--- src/core/ctp_regs.svh ---
// register offsets, field positions, reset values and counts of the timer pair
// assumes a 32-bit wishbone word per register, byte address in the offsets
`ifndef CTP_REGS_SVH
`define CTP_REGS_SVH

// ----------------------------------------------------------------------------
// register byte offsets
// ----------------------------------------------------------------------------
`define CTP_OFF_CTRL_LO  6'h00
`define CTP_OFF_CTRL_HI  6'h04
`define CTP_OFF_CMP_LO   6'h08
`define CTP_OFF_CMP_HI   6'h0c
`define CTP_OFF_DUTY_LO  6'h10
`define CTP_OFF_DUTY_HI  6'h14
`define CTP_OFF_STATUS   6'h18
`define CTP_OFF_MASK     6'h1c
`define CTP_OFF_COUNT    6'h20
`define CTP_OFF_DIVSEL   6'h24

// ----------------------------------------------------------------------------
// unit control register fields
// ----------------------------------------------------------------------------
`define CTP_FF_BIT       7
`define CTP_CLK_MSB      6
`define CTP_CLK_LSB      4
`define CTP_RUN_BIT      3
`define CTP_MODE_MSB     2
`define CTP_MODE_LSB     0
`define CTP_MODE16_BIT   2

// ----------------------------------------------------------------------------
// reset values and constants
// ----------------------------------------------------------------------------
`define CTP_CTRL_RST     8'h00
`define CTP_CMP_RST      8'h00
`define CTP_BYTE_ZERO    8'h00
`define CTP_BYTE_ONE     8'h01
`define CTP_BYTE_FULL    8'hff
`define CTP_WORD_ONE     16'h0001
`define CTP_PIN_SEL      3'h7
`define CTP_FC_CNT_W     11
`define CTP_FS_CNT_W     3
`define CTP_DIV11_MSB    10
`define CTP_DIV7_MSB     6
`define CTP_DIV5_MSB     4
`define CTP_DIV3_MSB     2

`endif

--- src/core/ctp_pkg.sv ---
// types used by the timer pair; its prescaler uses none of them
// assumes ctp_regs.svh holds the numeric layout
package ctp_pkg;

  // ----------------------------------------------------------------------------
  // operating mode field codes
  // ----------------------------------------------------------------------------
  typedef enum logic [2:0] {
    CTP_M_TIMER8  = 3'h0,  // 8-bit timer or event counter
    CTP_M_DIV8    = 3'h1,  // divider output
    CTP_M_PWM8    = 3'h2,  // 8-bit pwm
    CTP_M_LOWER16 = 3'h3,  // reserved, lower unit of a cascade
    CTP_M_TIMER16 = 3'h4,  // 16-bit timer or event counter
    CTP_M_WARMUP  = 3'h5,  // warm-up counter
    CTP_M_PWM16   = 3'h6,  // 16-bit pwm
    CTP_M_PPG16   = 3'h7   // 16-bit pulse generation
  } ctp_mode_e;

  typedef logic [7:0] ctp_byte_t;  // one unit's 8-bit value

endpackage : ctp_pkg

--- src/core/ctp_tick_if.sv ---
// carries the prescaler's count-enable taps to the timer pair
// assumes one clock domain, taps are one-cycle pulses
`timescale 1ns/1ns
`default_nettype none

interface ctp_tick_if;
  logic [6:0] tick;     // enable per clock-select code 0..6
  logic       div_sel;  // divider_tap_select: code 0 from low-freq tap

  modport src (input div_sel, output tick);
  modport dst (output div_sel, input tick);
endinterface : ctp_tick_if

`default_nettype wire

--- src/core/ctp_prescaler.sv ---
// prescaler taps of high_freq_clock (clk_i) and low_freq_clock (tick input)
// assumes lfc_tick_i is a one-cycle pulse per low-frequency clock period
`timescale 1ns/1ns
`default_nettype none
`include "ctp_regs.svh"

module ctp_prescaler (
  input  wire logic   clk_i,       // high_freq_clock
  input  wire logic   rst_i,       // synchronous, active high
  input  wire logic   lfc_tick_i,  // low_freq_clock pulse
  ctp_tick_if.src     tk           // tap outputs
);

  logic [`CTP_FC_CNT_W-1:0] fc_cnt_q;  // free running high-freq divider
  logic [`CTP_FS_CNT_W-1:0] fs_cnt_q;  // low-freq divider by eight

  // ----------------------------------------------------------------------------
  // dividers
  // ----------------------------------------------------------------------------
  // both run from reset so the taps never wait on a start
  always_ff @(posedge clk_i) begin
    if (rst_i) begin
      fc_cnt_q <= '0;
    end else begin
      fc_cnt_q <= fc_cnt_q + 1'b1;
    end
  end

  always_ff @(posedge clk_i) begin
    if (rst_i) begin
      fs_cnt_q <= '0;
    end else if (lfc_tick_i) begin
      fs_cnt_q <= fs_cnt_q + 1'b1;
    end
  end

  // ----------------------------------------------------------------------------
  // taps: a divide by 2^k pulses when the low k bits are all ones
  // ----------------------------------------------------------------------------
  always_comb begin
    tk.tick[0] = tk.div_sel ? (lfc_tick_i && (&fs_cnt_q)) : (&fc_cnt_q[`CTP_DIV11_MSB:0]);
    tk.tick[1] = &fc_cnt_q[`CTP_DIV7_MSB:0];
    tk.tick[2] = &fc_cnt_q[`CTP_DIV5_MSB:0];
    tk.tick[3] = &fc_cnt_q[`CTP_DIV3_MSB:0];
    tk.tick[4] = lfc_tick_i;
    tk.tick[5] = fc_cnt_q[0];
    tk.tick[6] = 1'b1;  // fc itself: every cycle
  end

endmodule : ctp_prescaler

`default_nettype wire

--- src/core/ctp_timer_pair.sv ---
// cascadable pair of 8-bit up-counting timers with a wishbone register file
// assumes a classic wishbone master, pin inputs synchronous to clk_i
`timescale 1ns/1ns
`default_nettype none
`include "ctp_regs.svh"

// How it works
// - stop write keeps mode, clock, flip-flop fields
// - 16-bit mode clocks upper from lower overflow
// - lower clock, upper run and flip-flop rule cascade
// - two units join as one 16-bit counter
// - 8-bit timer matches, interrupts, clears, restarts
// - compare register unbuffered, takes effect at once
// - mode field counts only for codes 0 and 4; bit 2 of the upper unit selects the cascade
module ctp_timer_pair (
  input  wire logic        clk_i,        // system clock, 100 MHz
  input  wire logic        rst_i,        // synchronous, active high
  input  wire logic        wb_cyc_i,     // wishbone cycle
  input  wire logic        wb_stb_i,     // wishbone strobe
  input  wire logic        wb_we_i,      // write enable
  input  wire logic [5:0]  wb_adr_i,     // byte address
  input  wire logic [3:0]  wb_sel_i,     // byte lanes
  input  wire logic [31:0] wb_dat_i,     // write data
  output logic      [31:0] wb_dat_o,     // read data
  output logic             wb_ack_o,     // acknowledge
  input  wire logic        lfc_tick_i,   // low_freq_clock pulse
  input  wire logic [1:0]  tc_pin_i,     // count pins, lower in bit 0
  output logic      [1:0]  divider_output_pin_o, // inverse of flip-flops
  output logic             match_interrupt_o     // level interrupt
);

  ctp_tick_if tk ();

  ctp_pkg::ctp_byte_t ctrl_q [2];  // unit_control_register per unit
  ctp_pkg::ctp_byte_t cmp_q  [2];  // compare_register per unit
  ctp_pkg::ctp_byte_t duty_q [2];  // duty_register per unit
  ctp_pkg::ctp_byte_t cnt_q  [2];  // up-counters
  logic [1:0]         status_q;    // sticky match flags
  logic [1:0]         mask_q;      // interrupt enables
  logic               div_sel_q;   // divider_tap_select
  logic [1:0]         pin_q;       // previous pin level for edge detect
  logic [1:0]         evt;         // match events this cycle
  logic [1:0]         tick_raw;    // selected count clock per unit
  logic [1:0]         en8;         // 8-bit timer count enable
  logic               mode16;      // upper unit in a 16-bit mode
  logic               en16;        // cascade count enable
  logic [15:0]        nxt16;       // cascade value after increment
  logic               hit16;       // cascade match
  logic               req;         // bus request present
  logic               fire;        // access completes this edge
  logic               rd_status;   // status read, clears flags

  // ----------------------------------------------------------------------------
  // prescaler
  // ----------------------------------------------------------------------------
  assign tk.div_sel = div_sel_q;

  ctp_prescaler u_pre (
    .clk_i      (clk_i),
    .rst_i      (rst_i),
    .lfc_tick_i (lfc_tick_i),
    .tk         (tk)
  );

  // ----------------------------------------------------------------------------
  // wishbone slave: ack one cycle after the request, write at the ack edge
  // ----------------------------------------------------------------------------
  assign req       = wb_cyc_i && wb_stb_i;
  assign fire      = req && wb_ack_o;
  assign rd_status = fire && !wb_we_i && (wb_adr_i == `CTP_OFF_STATUS);

  always_ff @(posedge clk_i) begin
    if (rst_i) begin
      wb_ack_o <= 1'b0;
    end else begin
      wb_ack_o <= req && !wb_ack_o;  // drops the cycle after it was given
    end
  end

  // read data sampled with the request, unmapped addresses read zero
  always_ff @(posedge clk_i) begin
    if (rst_i) begin
      wb_dat_o <= '0;
    end else if (req && !wb_ack_o) begin
      if (wb_adr_i == `CTP_OFF_CTRL_LO) begin
        wb_dat_o <= {24'h0, ctrl_q[0]};
      end else if (wb_adr_i == `CTP_OFF_CTRL_HI) begin
        wb_dat_o <= {24'h0, ctrl_q[1]};
      end else if (wb_adr_i == `CTP_OFF_CMP_LO) begin
        wb_dat_o <= {24'h0, cmp_q[0]};
      end else if (wb_adr_i == `CTP_OFF_CMP_HI) begin
        wb_dat_o <= {24'h0, cmp_q[1]};
      end else if (wb_adr_i == `CTP_OFF_DUTY_LO) begin
        wb_dat_o <= {24'h0, duty_q[0]};
      end else if (wb_adr_i == `CTP_OFF_DUTY_HI) begin
        wb_dat_o <= {24'h0, duty_q[1]};
      end else if (wb_adr_i == `CTP_OFF_STATUS) begin
        wb_dat_o <= {30'h0, status_q};
      end else if (wb_adr_i == `CTP_OFF_MASK) begin
        wb_dat_o <= {30'h0, mask_q};
      end else if (wb_adr_i == `CTP_OFF_COUNT) begin
        wb_dat_o <= {16'h0, cnt_q[1], cnt_q[0]};
      end else if (wb_adr_i == `CTP_OFF_DIVSEL) begin
        wb_dat_o <= {31'h0, div_sel_q};
      end else begin
        wb_dat_o <= '0;
      end
    end
  end

  // ----------------------------------------------------------------------------
  // mode decode and count enables
  // ----------------------------------------------------------------------------
  assign mode16 = ctrl_q[1][`CTP_MODE16_BIT];
  // lower clock select drives the cascade, upper run bit gates it
  assign en16   = mode16 && ctrl_q[1][`CTP_RUN_BIT] && tick_raw[0] &&
                  (ctrl_q[1][`CTP_MODE_MSB:`CTP_MODE_LSB] == ctp_pkg::CTP_M_TIMER16);
  // both counters and both compare registers form one word
  assign nxt16  = {cnt_q[1], cnt_q[0]} + `CTP_WORD_ONE;
  assign hit16  = (nxt16 == {cmp_q[1], cmp_q[0]});

  // interrupt of the upper unit belongs to the cascade
  assign evt[1] = en16 ? hit16 : (en8[1] && (cnt_q[1] + `CTP_BYTE_ONE == cmp_q[1]));
  assign evt[0] = en8[0] && (cnt_q[0] + `CTP_BYTE_ONE == cmp_q[0]);

  // ----------------------------------------------------------------------------
  // per-unit control, compare, duty, clock select and counter
  // ----------------------------------------------------------------------------
  for (genvar u = 0; u < 2; u++) begin : g_unit
    logic [5:0] off_ctrl;  // this unit's control offset
    logic [5:0] off_cmp;   // this unit's compare offset
    logic [5:0] off_duty;  // this unit's duty offset
    logic [2:0] csel;      // clock-select field
    logic       wr_ok;     // byte lane 0 write to this unit
    ctp_pkg::ctp_byte_t wd;

    assign off_ctrl = (u == 0) ? `CTP_OFF_CTRL_LO : `CTP_OFF_CTRL_HI;
    assign off_cmp  = (u == 0) ? `CTP_OFF_CMP_LO  : `CTP_OFF_CMP_HI;
    assign off_duty = (u == 0) ? `CTP_OFF_DUTY_LO : `CTP_OFF_DUTY_HI;
    assign csel     = ctrl_q[u][`CTP_CLK_MSB:`CTP_CLK_LSB];
    assign wr_ok    = fire && wb_we_i && wb_sel_i[0];
    assign wd       = wb_dat_i[7:0];

    // pin counts on its falling edge; the upper unit ignores its
    // select in a cascade since the lower overflow clocks it there
    assign tick_raw[u] = (csel == `CTP_PIN_SEL) ? (pin_q[u] && !tc_pin_i[u])
                                                : tk.tick[csel];
    assign en8[u] = !mode16 && ctrl_q[u][`CTP_RUN_BIT] && tick_raw[u] &&
                    (ctrl_q[u][`CTP_MODE_MSB:`CTP_MODE_LSB] == ctp_pkg::CTP_M_TIMER8);

    // control: a stop write only clears run; fields load while stopped
    always_ff @(posedge clk_i) begin
      if (rst_i) begin
        ctrl_q[u] <= `CTP_CTRL_RST;
      end else if (wr_ok && (wb_adr_i == off_ctrl)) begin
        if (!ctrl_q[u][`CTP_RUN_BIT]) begin
          ctrl_q[u] <= wd;  // start may load all fields at once
        end else if (!wd[`CTP_RUN_BIT]) begin
          ctrl_q[u][`CTP_RUN_BIT] <= 1'b0;
        end
        // running and staying on: fields held, guards against
      end
    end

    // compare has no shadow: a write acts on the next compare
    always_ff @(posedge clk_i) begin
      if (rst_i) begin
        cmp_q[u] <= `CTP_CMP_RST;
      end else if (wr_ok && (wb_adr_i == off_cmp)) begin
        cmp_q[u] <= wd;
      end
    end

    // duty is stored for the pwm modes, which this block leaves idle
    always_ff @(posedge clk_i) begin
      if (rst_i) begin
        duty_q[u] <= `CTP_CMP_RST;
      end else if (wr_ok && (wb_adr_i == off_duty)) begin
        duty_q[u] <= wd;
      end
    end

    // counter: stop clears, 8-bit match clears, cascade moves both bytes
    always_ff @(posedge clk_i) begin
      if (rst_i) begin
        cnt_q[u] <= `CTP_BYTE_ZERO;
      end else if (!ctrl_q[mode16 ? 1 : u][`CTP_RUN_BIT]) begin
        cnt_q[u] <= `CTP_BYTE_ZERO;
      end else if (en16) begin
        cnt_q[u] <= hit16 ? `CTP_BYTE_ZERO : nxt16[u*8 +: 8];
      end else if (en8[u]) begin
        cnt_q[u] <= evt[u] ? `CTP_BYTE_ZERO : cnt_q[u] + `CTP_BYTE_ONE;
      end
    end

    // output pin shows the inverse of the flip-flop bit
    always_ff @(posedge clk_i) begin
      if (rst_i) begin
        divider_output_pin_o[u] <= 1'b1;
      end else begin
        divider_output_pin_o[u] <= !ctrl_q[(mode16 ? 1 : u)][`CTP_FF_BIT];
      end
    end
  end

  // ----------------------------------------------------------------------------
  // pin history, tap select, status and mask
  // ----------------------------------------------------------------------------
  always_ff @(posedge clk_i) begin
    if (rst_i) begin
      pin_q <= '0;
    end else begin
      pin_q <= tc_pin_i;
    end
  end

  always_ff @(posedge clk_i) begin
    if (rst_i) begin
      div_sel_q <= 1'b0;
      mask_q    <= '0;
    end else if (fire && wb_we_i && wb_sel_i[0]) begin
      if (wb_adr_i == `CTP_OFF_DIVSEL) begin
        div_sel_q <= wb_dat_i[0];
      end else if (wb_adr_i == `CTP_OFF_MASK) begin
        mask_q <= wb_dat_i[1:0];
      end
    end
  end

  // a match in the same cycle as the clearing read survives
  always_ff @(posedge clk_i) begin
    if (rst_i) begin
      status_q <= '0;
    end else begin
      status_q <= (rd_status ? 2'b00 : status_q) | evt;
    end
  end

  assign match_interrupt_o = |(status_q & mask_q);

  // ----------------------------------------------------------------------------
  // assertions
  // ----------------------------------------------------------------------------
  ack_pulse_a: assert property (@(posedge clk_i) disable iff (rst_i)
    wb_ack_o |=> !wb_ack_o) else $error("ack held two cycles");
  stop_clear_a: assert property (@(posedge clk_i) disable iff (rst_i)
    $fell(ctrl_q[0][`CTP_RUN_BIT]) && !mode16 |=> cnt_q[0] == `CTP_BYTE_ZERO)
    else $error("stop did not clear counter");
  stop_keep_a: assert property (@(posedge clk_i) disable iff (rst_i)
    $fell(ctrl_q[1][`CTP_RUN_BIT]) |->
    ctrl_q[1][`CTP_FF_BIT:`CTP_CLK_LSB] == $past(ctrl_q[1][`CTP_FF_BIT:`CTP_CLK_LSB]) &&
    ctrl_q[1][`CTP_MODE_MSB:`CTP_MODE_LSB] == $past(ctrl_q[1][`CTP_MODE_MSB:`CTP_MODE_LSB]))
    else $error("stop changed fields");
  match8_a: assert property (@(posedge clk_i) disable iff (rst_i)
    evt[0] |=> cnt_q[0] == `CTP_BYTE_ZERO && status_q[0])
    else $error("8-bit match not handled");
  cascade_hi_a: assert property (@(posedge clk_i) disable iff (rst_i)
    en16 && !hit16 && cnt_q[0] != `CTP_BYTE_FULL |=> $stable(cnt_q[1]))
    else $error("upper moved without overflow");
  cascade_wrap_a: assert property (@(posedge clk_i) disable iff (rst_i)
    en16 && !hit16 && cnt_q[0] == `CTP_BYTE_FULL |=>
    cnt_q[1] == $past(cnt_q[1]) + `CTP_BYTE_ONE) else $error("overflow lost");
  match16_a: assert property (@(posedge clk_i) disable iff (rst_i)
    en16 && hit16 |=> {cnt_q[1], cnt_q[0]} == 16'h0000 && status_q[1])
    else $error("16-bit match not handled");
  set_wins_a: assert property (@(posedge clk_i) disable iff (rst_i)
    rd_status && evt[1] |=> status_q[1]) else $error("event lost on clear");
  // the interrupt may only rise after a match or a register write
  irq_cause_a: assert property (@(posedge clk_i) disable iff (rst_i)
    $rose(match_interrupt_o) |-> $past(|evt) || $past(fire && wb_we_i))
    else $error("interrupt rose without cause");
  cmp_now_a: assert property (@(posedge clk_i) disable iff (rst_i)
    fire && wb_we_i && wb_sel_i[0] && wb_adr_i == `CTP_OFF_CMP_LO |=>
    cmp_q[0] == $past(wb_dat_i[7:0])) else $error("compare write delayed");

endmodule : ctp_timer_pair

`default_nettype wire
--- config.mk ---
export PLATFORM = sky130hd
export DESIGN_NAME = ctp_timer_pair
export DESIGN_NICKNAME = d
export VERILOG_FILES = /design/src/core/ctp_pkg.sv /design/src/core/ctp_tick_if.sv /design/src/core/ctp_prescaler.sv /design/src/core/ctp_timer_pair.sv
export VERILOG_INCLUDE_DIRS = /design/src /design/src/core
export SDC_FILE = /design/constraint.sdc
export NUM_CORES = 1
export LEC_CHECK = 0
export ABC_CLOCK_PERIOD_IN_PS = 4470
export BUFFER_PORTS_ARGS = -buffer_cell sky130_fd_sc_hd__buf_2
export CAP_MARGIN = 0
export CELL_PAD_IN_SITES_DETAIL_PLACEMENT = 1
export CELL_PAD_IN_SITES_GLOBAL_PLACEMENT = 1
export CORE_MARGIN = 3
export CORE_UTILIZATION = 48
export DETAILED_ROUTE_END_ITERATION = 8
export PLACE_DENSITY = 0.93
export SLEW_MARGIN = 25
export SYNTH_ARGS = -nofsm -noshare
export SYNTH_HDL_FRONTEND = slang
export SYNTH_HIERARCHICAL = 1
export SYNTH_SLANG_ARGS = --single-unit
export TNS_END_PERCENT = 1
--- constraint.sdc ---
create_clock -name clk_i -period 4.47 [get_ports clk_i]
set_clock_uncertainty 0.2 [all_clocks]
set_input_delay 1.1175 -clock clk_i [delete_from_list [all_inputs] [get_ports clk_i]]
set_output_delay 1.1175 -clock clk_i [all_outputs]
set_load 0.03 [all_outputs]
# [Word level (Yosys, flattened, before mapping)]
# Memory sizes are Yosys's and may differ from the RTL's.
# Index checks and enable logic that the tools add are counted.
# Widths: inputs -> output; s select.
[totals] word_cells=189 mem_bits_rw=64 ff_bits=56 out_inout_bits=36 n_memories=4 in_bits=50
[mem_list] memory="cmp_q" words=2 width=8 read_ports=2 rd_ports_with_merged_regs=0 write_ports=2 line="ctp_timer_pair.sv:35" text="ctp_pkg::ctp_byte_t cmp_q [2];"
[mem_list] memory="cnt_q" words=2 width=8 read_ports=2 rd_ports_with_merged_regs=0 write_ports=2 line="ctp_timer_pair.sv:37" text="ctp_pkg::ctp_byte_t cnt_q [2];"
[mem_list] memory="ctrl_q" words=2 width=8 read_ports=3 rd_ports_with_merged_regs=0 write_ports=2 line="ctp_timer_pair.sv:34" text="ctp_pkg::ctp_byte_t ctrl_q [2];"
[mem_list] memory="duty_q" words=2 width=8 read_ports=2 rd_ports_with_merged_regs=0 write_ports=2 line="ctp_timer_pair.sv:36" text="ctp_pkg::ctp_byte_t duty_q [2];"
[op_classes] magnitude_cmp=2 muxes=91 eq_ne=15 reduce_logical=45 addsub=5 bitwise=17
[op_table] cell="$mux 16" count=9
[op_table] cell="$mux 8" count=16
[op_table] cell="$mux 1" count=63
[op_table] cell="$logic_and 1x1->1" count=27
[op_table] cell="$eq 6x5->1 const B" count=4
[op_table] cell="$add 16x1->16 const B" count=1
[op_table] cell="$add 8x1->8 const B" count=2
[op_table] cell="$eq 16x16->1" count=1
[op_table] cell="$eq 8x8->1" count=2
[op_table] cell="$or 1x1->1" count=14
[op_table] cell="$eq 6x4->1 const B" count=2
[op_table] cell="$eq 6x6->1 const B" count=2
[op_table] cell="$add 11x1->11 const B" count=1
[op_table] cell="$reduce_and 11->1" count=1
[op_table] cell="$eq 3x3->1 const B" count=3
[op_table] cell="$reduce_and 3->1" count=3
[op_table] cell="$lt 3x4->1 const B" count=2
[op_table] cell="$logic_not 1->1" count=7
[op_table] cell="$reduce_and 7->1" count=1
[op_table] cell="$bmux 1 s3" count=2
[op_table] cell="$eq 6x3->1 const B" count=1
[op_table] cell="$logic_not 3->1" count=2
[op_table] cell="$logic_not 6->1" count=1
[op_table] cell="$reduce_and 5->1" count=1
[op_table] cell="other kinds (7)" count=7

# [Logic depth before layout (Yosys ltp)]
# Gate-level depths: netlist of the first run.
[depth] depth_word=14 ltp_mapped=12 mapped_depth_nobuf=11

# [Hierarchy]
# The synthesis of the first run kept the hierarchy.
[modules_own_cells] mod="ctp_timer_pair" cells_per_inst=509 seq_area_each_um2=2442.3 area_each_um2=5213.8 instances=1
[modules_own_cells] mod="ctp_prescaler" cells_per_inst=69 seq_area_each_um2=280.3 area_each_um2=658.1 instances=1

# [Worst setup path after synthesis of the first run]
# OpenSTA, ideal clock, no wires.
[synth_timing] kind="input -> register" startpoint="input lfc_tick_i" endpoint="memory cnt_q[1][0] in the netlist's numbering, enable pin" path_buffers=0 slack_ns=1.052 path_stages=5 t_arrival_ns=2.922 required_ns=3.974 setup_ns=0.296 cell_sequence="a32o_1 mux4_2 and3b_1 a31o_2 or4b_2"
[synth_rtl] element="start, declared" line="ctp_timer_pair.sv:26" text="input wire logic lfc_tick_i,"
[synth_rtl] element="end, declared" line="ctp_timer_pair.sv:37"

==> results of run 1 <==
==> tightest hold or removal path, stage by stage (launching register included) <==
cell and delay, ns:
dfxtp_1 0.32, nand2_1 0.05, a21oi_1 0.05
==> cells in the mapped netlist, types with 4 or more instances <==
cell type and number:
nand2b_1 8, mux4_2 6, o211ai_1 5, inv_1 4, clkbuf_1 22, nand3_1 17
o221a_2 5, a22oi_1 15, a31oi_1 8, nor2b_1 16, o21ai_0 17, or3_1 6
a21oi_1 25, xnor2_1 14, edfxtp_1 64, nand2_1 35, or4_1 4, xor2_1 12
nor4_1 6, ha_1 7, a21o_1 4, nor2_1 56, buf_2 4, dfxtp_1 40
nor3_1 15, nand4_1 5, buf_4 20, and2_1 46, mux2i_1 14, and3_1 7
o22ai_1 6
==> routing by layer <==
| metal | up-vias | global-route usage | part of all wire |
|---|---|---|---|
| li1 | 2149 | - | - |
| met1 | 2419 | 0.3276 | 0.40 |
| met2 | 225 | 0.4916 | 0.51 |
| met3 | 42 | 0.05026 | 0.059 |
| met4 | 0 | 0.1193 | 0.033 |
| met5 | - | 0 | 0 |
==> registers in the layout (all words and copies together), names as in the netlist, 2 cells and up <==
name	count
cmp_q	16
cnt_q	16
ctrl_q	16
duty_q	16
wb_dat_o	16
u_pre/fc_cnt_q	11
u_pre/fs_cnt_q	3
divider_output_pin_o	2
mask_q	2
pin_q	2
status_q	2
==> through the flow <==
stage	setup WS, ns	hold WS [ns]	cell area [um^2]	total power, mW
after floorplan	1.052	0.2416	5928	1.231
after CTS	0.9689	0.2637	6380	2.038
final	0.8867	0.2665	6380	2.036
after global routing	0.7964	0.2933	6380	2.102
after global placement	0.7063	0.2459	6105	1.273
after detailed placement	0.7430	0.2539	6105	1.287
==> cells by family (layout without fill, tap and decap cells) <==
| logic type | count (synthesis) | in the layout | synth area share |
|---|---|---|---|
| adders and majority gates | 7 | 7 | 0.01492 |
| AOI/OAI and AO/OA | 116 | 116 | 0.1415 |
| other | 2 | 17 | 0.001279 |
| muxes | 21 | 21 | 0.04880 |
| and+or+nand+nor | 244 | 244 | 0.2261 |
| buffers and inverters | 54 | 70 | 0.04943 |
| DFF | 104 | 104 | 0.4637 |
| xor gates and xnor gates | 30 | 30 | 0.05434 |
==> layout make-up <==
| type | instances | area [um^2] |
|---|---|---|
| inverters | 5 | 18.77 |
| clock buffers | 12 | 246.5 |
| well taps | 143 | 178.9 |
| flip-flops and latches | 104 | 2723 |
| fillers | 1314 | 5283 |
| repair buffers | 49 | 262.8 |
| clock inverters | 4 | 28.78 |
| multi-input cells | 435 | 2922 |
==> path summary, 6_finish.rpt <==
check	end	slack (ns)	depth (start not counted)
worst max register to register	cnt_q[0][5]$_DFFE_PP_	0.89	8
worst min register to register	wb_dat_o[7]$_SDFFE_PP0P_	0.27	2
worst max-delay path	cnt_q[0][5]$_DFFE_PP_	0.89	8
worst min-delay path	wb_dat_o[7]$_SDFFE_PP0P_	0.27	2
==> power breakdown <==
part	switching (mW)	total (mW)	internal, mW	leakage [nW]
Combinational	0.125	0.189	0.0635	1.25
Clock	0.369	0.764	0.395	0.129
Sequential	0.0392	1.08	1.04	1.01
Total	0.534	2.04	1.50	2.39
==> impl_results.md, run 1 <==
- Measured slew at the worst slew-check pin: 0.8529 ns
- Synth Instances: 578
- Synth area leaders: edfxtp_1 (33%), dfxtp_1 (14%), and2_1 (4.9%), nor2_1 (3.6%), buf_4 (2.6%)
- Cells after DPL: 736
- CP peak stage delay: 0.73 ns
- Most frequent cells in the layout: edfxtp_1 (64), nor2_1 (56), and2_1 (46), buf_2 (42), dfxtp_1 (40)
- Crit Path Max Fanout: 8
- Die area: 0.01360 mm^2
- RSZ-0062 raised after global routing: false
- Nets: 661
- Critical path start-end classification: reg -> reg
- Critical Path Slowest Stage Cell: o41ai_4
- Final Max Slew Viols: 0
- Initial cell density of the core: 0.5035
- FMAX: around 280 MHz
- CP cell instances: ha_1 > and4_1 > xnor2_1 > o211a_1 > o2111ai_2 > o41ai_4 > and2_1 > nor2_1
- Clk slew on worst S/H paths: approximately 0.070 ns
- PwrDens: ~320 mW/mm^2
- EDFF count, synth: 64
- Setup bufs post-CTS: 0
- CP Capture Type: register
- Commonest non-fill, non-tap cell in the layout: edfxtp_1
- Worst EP required: about 4.4 ns
- Worst-skew pair later-pin latency: around 0.36 ns
- Number of max-cap violations: 0
- DR iter-0 viols: between 400 and 500
- Initial antenna violation count: 0
- Area growth syn-to-layout: 8.651%
- CTS hold repair buffers: 0
- Most used flip-flop cell after synthesis: edfxtp_1
- Synth cell types: 71
- Antenna cells: 0
- Row count: 39
- Layout Utilization: 0.5470
- CP delay by family, top: compound AO/OA/AOI/OAI gates
- Worst vdd ir: about 220 uV
- Status: finished clean
- Largest net degree at the start of global routing: 48
- Worst path bufs/invs: 0
- Io pins: between 80 and 90
- Arr. time, crit path: 3.48 ns
- Synthesized area per cell: 10.16 um^2
- Final Setup Violations: 0
- Sequential area share after synthesis: 0.4637
- Synth Warn #: 6
- Per-cell routed wire length: ~24 um
- Mapped Area: between 0.005 and 0.006 mm^2
- HPWL Detailed: roughly 13000 um
- CTS tree: built
- Vias in the first global route: 5039
- Clk buf depth: 2
- Min-Delay Path Class: reg -> reg
- Inserted Clock Buffers: 9
- Pre-Repair DR Iteration Count: 5
- Critical Path Source: cnt_q[0][0]$_DFFE_PP_
- H-tree depth: 3
- Global-route wire length before repair: about 28000 um
- Core Area: roughly 0.012 mm^2
- Hold Startpoint: wb_dat_o[7]$_SDFFE_PP0P_
- Port bufs: 42
- Tcrit/Tclk final: 0.8016
- Finished Layout Cells: 752
- Root Driver: clkbuf_16
- Layout cells sized above 1: 0.1527
- Synth top area share: 0.3273
- Post-synthesis async set-or-reset flop share: 0
- Die X: about 120 um
- Setup TNS: 0 ns
- Die Span Y: about 120 um
- WL final: ~18000 um
- #FFs+latches synth: ~100
- Static Leakage: 2.388 nW
- DRC viols: 0
- Antenna viol nets, final: 0
- Slew headroom: 0.4270
- Vias post-DR: between 4000 and 5000
- GRT Total Usage: 0.2767
- CP Launch Type: register
- Min cycle time layout: 3.583 ns
- Cts repair resizes: 0
- Clock tree sinks: ~100
- Final Hold Fails: 0
- Overflow after GRT: 0
- Final Wtd Congestion: 0.9065
- Worst reg2reg path startpoint: cnt_q[0][0]$_DFFE_PP_
- Post-synth top area cell: edfxtp_1
- Vias per inst: between 6 and 7
Power figures use the tool's default switching activity.
==> inputs of run 2 (changes only) <==
Settings changed: ABC_AREA set to 1, ABC_CLOCK_PERIOD_IN_PS 4470 to 3600, CORE_UTILIZATION 48 to 42, PLACE_DENSITY 0.93 to 0.88.
Clock period 4.47 ns to 3.6 ns, I/O delays scaled along.
==> impl_results.md, run 2 <==
- Status: finished clean
- Die X: 123.6 um (+6.0%)
- Nets: 863 (+31%)
- Final Hold Fails: 0 (unchanged)
- Dpl cell area: 0.006188 mm^2 (+1.4%)
- Die Span Y: 123.6 um (+6.0%)
- Final Max Slew Viols: 0 (unchanged)
- Min-Delay Path Depth: 2 (unchanged)
- Worst EP required: 3.49 ns (-0.88 ns)
- Core Area: 0.01340 mm^2 (+15%)
- Most frequent cell after synthesis: nand2_1
- Layout cells sized above 1: 0.1134 (-0.03927)
- CP Launch Type: register
- Per-cell routed wire length: 17.26 um (-28%)
- Worst r2r dst: cnt_q[0][5]$_DFFE_PP_
- Final Setup Violations: 0 (unchanged)
- Root Driver: clkbuf_16
- Clk buf depth: 2 (unchanged)
- Reg2Reg Depth: 16 (+8)
- Number of max-cap violations: 0 (unchanged)
- Synth Warn #: 6 (unchanged)
- WL final: 17040 um (-5.1%)
- Most frequent cells in the layout: nand2_1 (172), nor2_1 (125), inv_1 (94), nand3_1 (73), edfxtp_1 (64)
- Vias post-DR: 5202 (+7.6%)
- Synthesized area per cell: 7.671 um^2 (-24%)
- Final Wtd Congestion: 0.8947 (-1.3%)
- RSZ-0062 raised after global routing: false
- Mapped Area: 0.005807 mm^2 (-1.1%)
- Synth area leaders: edfxtp_1 (33%), dfxtp_1 (14%), nand2_1 (11%), nor2_1 (8.1%), nand3_1 (6.3%)
- Synth Instances: 757 (+31%)
- Setup bufs post-CTS: 0 (unchanged)
- Global-route wire length before repair: 26700 um (-5.2%)
- PwrDens: 378.5 mW/mm^2 (+19%)
- Most used flip-flop cell after synthesis: edfxtp_1
- DR iter-0 viols: 437 (+4.5%)
- CP Capture Type: register
- Initial antenna violation count: 0 (unchanged)
- HPWL Detailed: 12900 um (+1.0%)
- Row count: 42 (+7.7%)
- Fin area: 0.006452 mm^2 (+1.1%)
- Min cycle time layout: 2.883 ns (-0.7008 ns)
- Inserted Clock Buffers: 9 (unchanged)
- Clk slew on worst S/H paths: 0.07 ns (about the same)
- Sequential area share after synthesis: 0.4689 (+0.005195)
- Synth cell types: 38 (-46%)
- CTS hold repair buffers: 0 (unchanged)
- Commonest cells post-synth: nand2_1 (172), nor2_1 (125), inv_1 (94)
- CTS tree: built
- Static Leakage: 2.810 nW (+18%)
- Setup TNS: 0 ns (unchanged)
- Antenna cells: 0 (unchanged)
- Worst reg2reg path startpoint: cnt_q[0][0]$_DFFE_PP_
- Vias in the first global route: 5111 (+1.4%)
- Clock tree sinks: 104 (unchanged)
- Commonest non-fill, non-tap cell in the layout: nand2_1
- Tcrit/Tclk final: 0.8007 (-0.0009373)
- Die area: 0.01527 mm^2 (+12%)
- Slew headroom: 0.5372 (+0.1101)
- Measured slew at the worst slew-check pin: 0.6935 ns (-0.1594 ns)
- Critical path start-end classification: reg -> reg
- Worst reg-to-reg setup slack: 0.72 ns (-0.17 ns)
- #FFs+latches synth: 104 (unchanged)
- GRT Total Usage: 0.2308 (-0.04591)
- Smallest hold slack: 0.2629 ns (-0.003656 ns)
- Area growth syn-to-layout: 11.12%
- EDFF count, synth: 64 (unchanged)
- Initial cell density of the core: 0.4333 (-0.07015)
- Cts repair resizes: 0 (unchanged)
- Post-synthesis async set-or-reset flop share: 0 (unchanged)
- Pre-Repair DR Iteration Count: 5 (unchanged)
- Antenna viol nets, final: 0 (unchanged)
- Vias per inst: 5.271 (-18%)
- Crit Path Max Fanout: 8 (unchanged)
- FMAX: 346.9 MHz (+24%)
- Cells after DPL: 971 (+32%)
- Largest net degree at the start of global routing: 33 (-31%)
- Synth top area share: 0.3310 (+0.003667)
- Min-Delay Path Class: reg -> reg
- Overflow after GRT: 0 (unchanged)
- Port bufs: 42 (unchanged)
- DRC viols: 0 (unchanged)
- Critical Path Source: cnt_q[0][0]$_DFFE_PP_
- H-tree depth: 3 (unchanged)
- Crit path to: cnt_q[0][5]$_DFFE_PP_
- Arr. time, crit path: 2.78 ns (-0.70 ns)
- Worst vdd ir: 261.2 uV (+20%)
- Finished Layout Cells: 987 (+31%)
- Io pins: 86 (unchanged)
- Post-synth top area cell: edfxtp_1
- Worst-skew pair later-pin latency: 0.35 ns (about the same)
run 2: routing by layer:
metal | vias to the layer above | wire length (um) | track usage
met4 | 0 | 567 | 0.09204
met5 | - | 0 | 0
met2 | 163 | 8455 | 0.3930
li1 | 2526 | - | -
met1 | 2476 | 7147 | 0.2852
met3 | 37 | 867 | 0.04905
run 2: cells by family after synthesis:
| group | count (synthesis) | share of synthesized area |
|---|---|---|
| compound gates | 86 | 0.08016 |
| xor+xnor | 16 | 0.02413 |
| fa+ha+maj | 7 | 0.01508 |
| buf+inv | 126 | 0.09438 |
| flops | 104 | 0.4689 |
| other cells | 2 | 0.001293 |
| simple gates | 416 | 0.3161 |
run 2: layout make-up:
class,count,area (um^2)
repair buffers,53,292.8
clock buffers,11,232.7
well taps,176,220.2
inverters,96,360.3
flip-flops and latches,104,2723
multi-input cells,542,2592
clock inverters,5,31.28
fillers,1726,6948
run 2: where the power goes:
part / switching (mW) / total (mW) / internal [mW] / leakage (nW)
clock network: 0.443 / 0.912 / 0.470 / 0.128
logic: 0.151 / 0.205 / 0.0543 / 1.67
registers: 0.0309 / 1.33 / 1.29 / 1.01
total: 0.624 / 2.44 / 1.82 / 2.81
run 2: how the worst min path moves through the flow:
stage                              endpoint                    startpoint
2_1_floorplan  u_pre/fc_cnt_q[0]$_SDFF_PP0_  u_pre/fc_cnt_q[0]$_SDFF_PP0_
3_3_place_gp       wb_dat_o[9]$_SDFFE_PP0P_      wb_dat_o[9]$_SDFFE_PP0P_
3_5_place_dp       wb_dat_o[3]$_SDFFE_PP0P_      wb_dat_o[3]$_SDFFE_PP0P_
4_1_cts            wb_dat_o[3]$_SDFFE_PP0P_      wb_dat_o[3]$_SDFFE_PP0P_
5_1_grt            wb_dat_o[3]$_SDFFE_PP0P_      wb_dat_o[3]$_SDFFE_PP0P_
6_report           wb_dat_o[3]$_SDFFE_PP0P_      wb_dat_o[3]$_SDFFE_PP0P_
run 2: worst max-delay path, cell delays in order, from the launching register on:
cell	delay, ns
edfxtp_1	0.49
ha_1	0.25
nand2_1	0.17
nor2_4	0.23
nand2_2	0.13
clkinv_1	0.10
nand2_1	0.05
nand2_1	0.05
nand2_1	0.04
nor2_1	0.11
nand3_1	0.10
nor2_2	0.17
nand3_2	0.14
nand2_4	0.13
nand2_2	0.07
nand2_4	0.12
nor2_1	0.07
run 2: stage by stage:
| step | worst slack [ns] | total power, mW | utilization |
|---|---|---|---|
| after CTS | 0.6876 | 2.445 | 0.4815 |
| after floorplan | 0.5591 | 1.495 | - |
| after detailed placement | 0.5758 | 1.555 | 0.4618 |
| after global placement | 0.6657 | 1.546 | 0.4618 |
| after global routing | 0.3474 | 2.516 | 0.4815 |
| final | 0.7175 | 2.443 | 0.4815 |
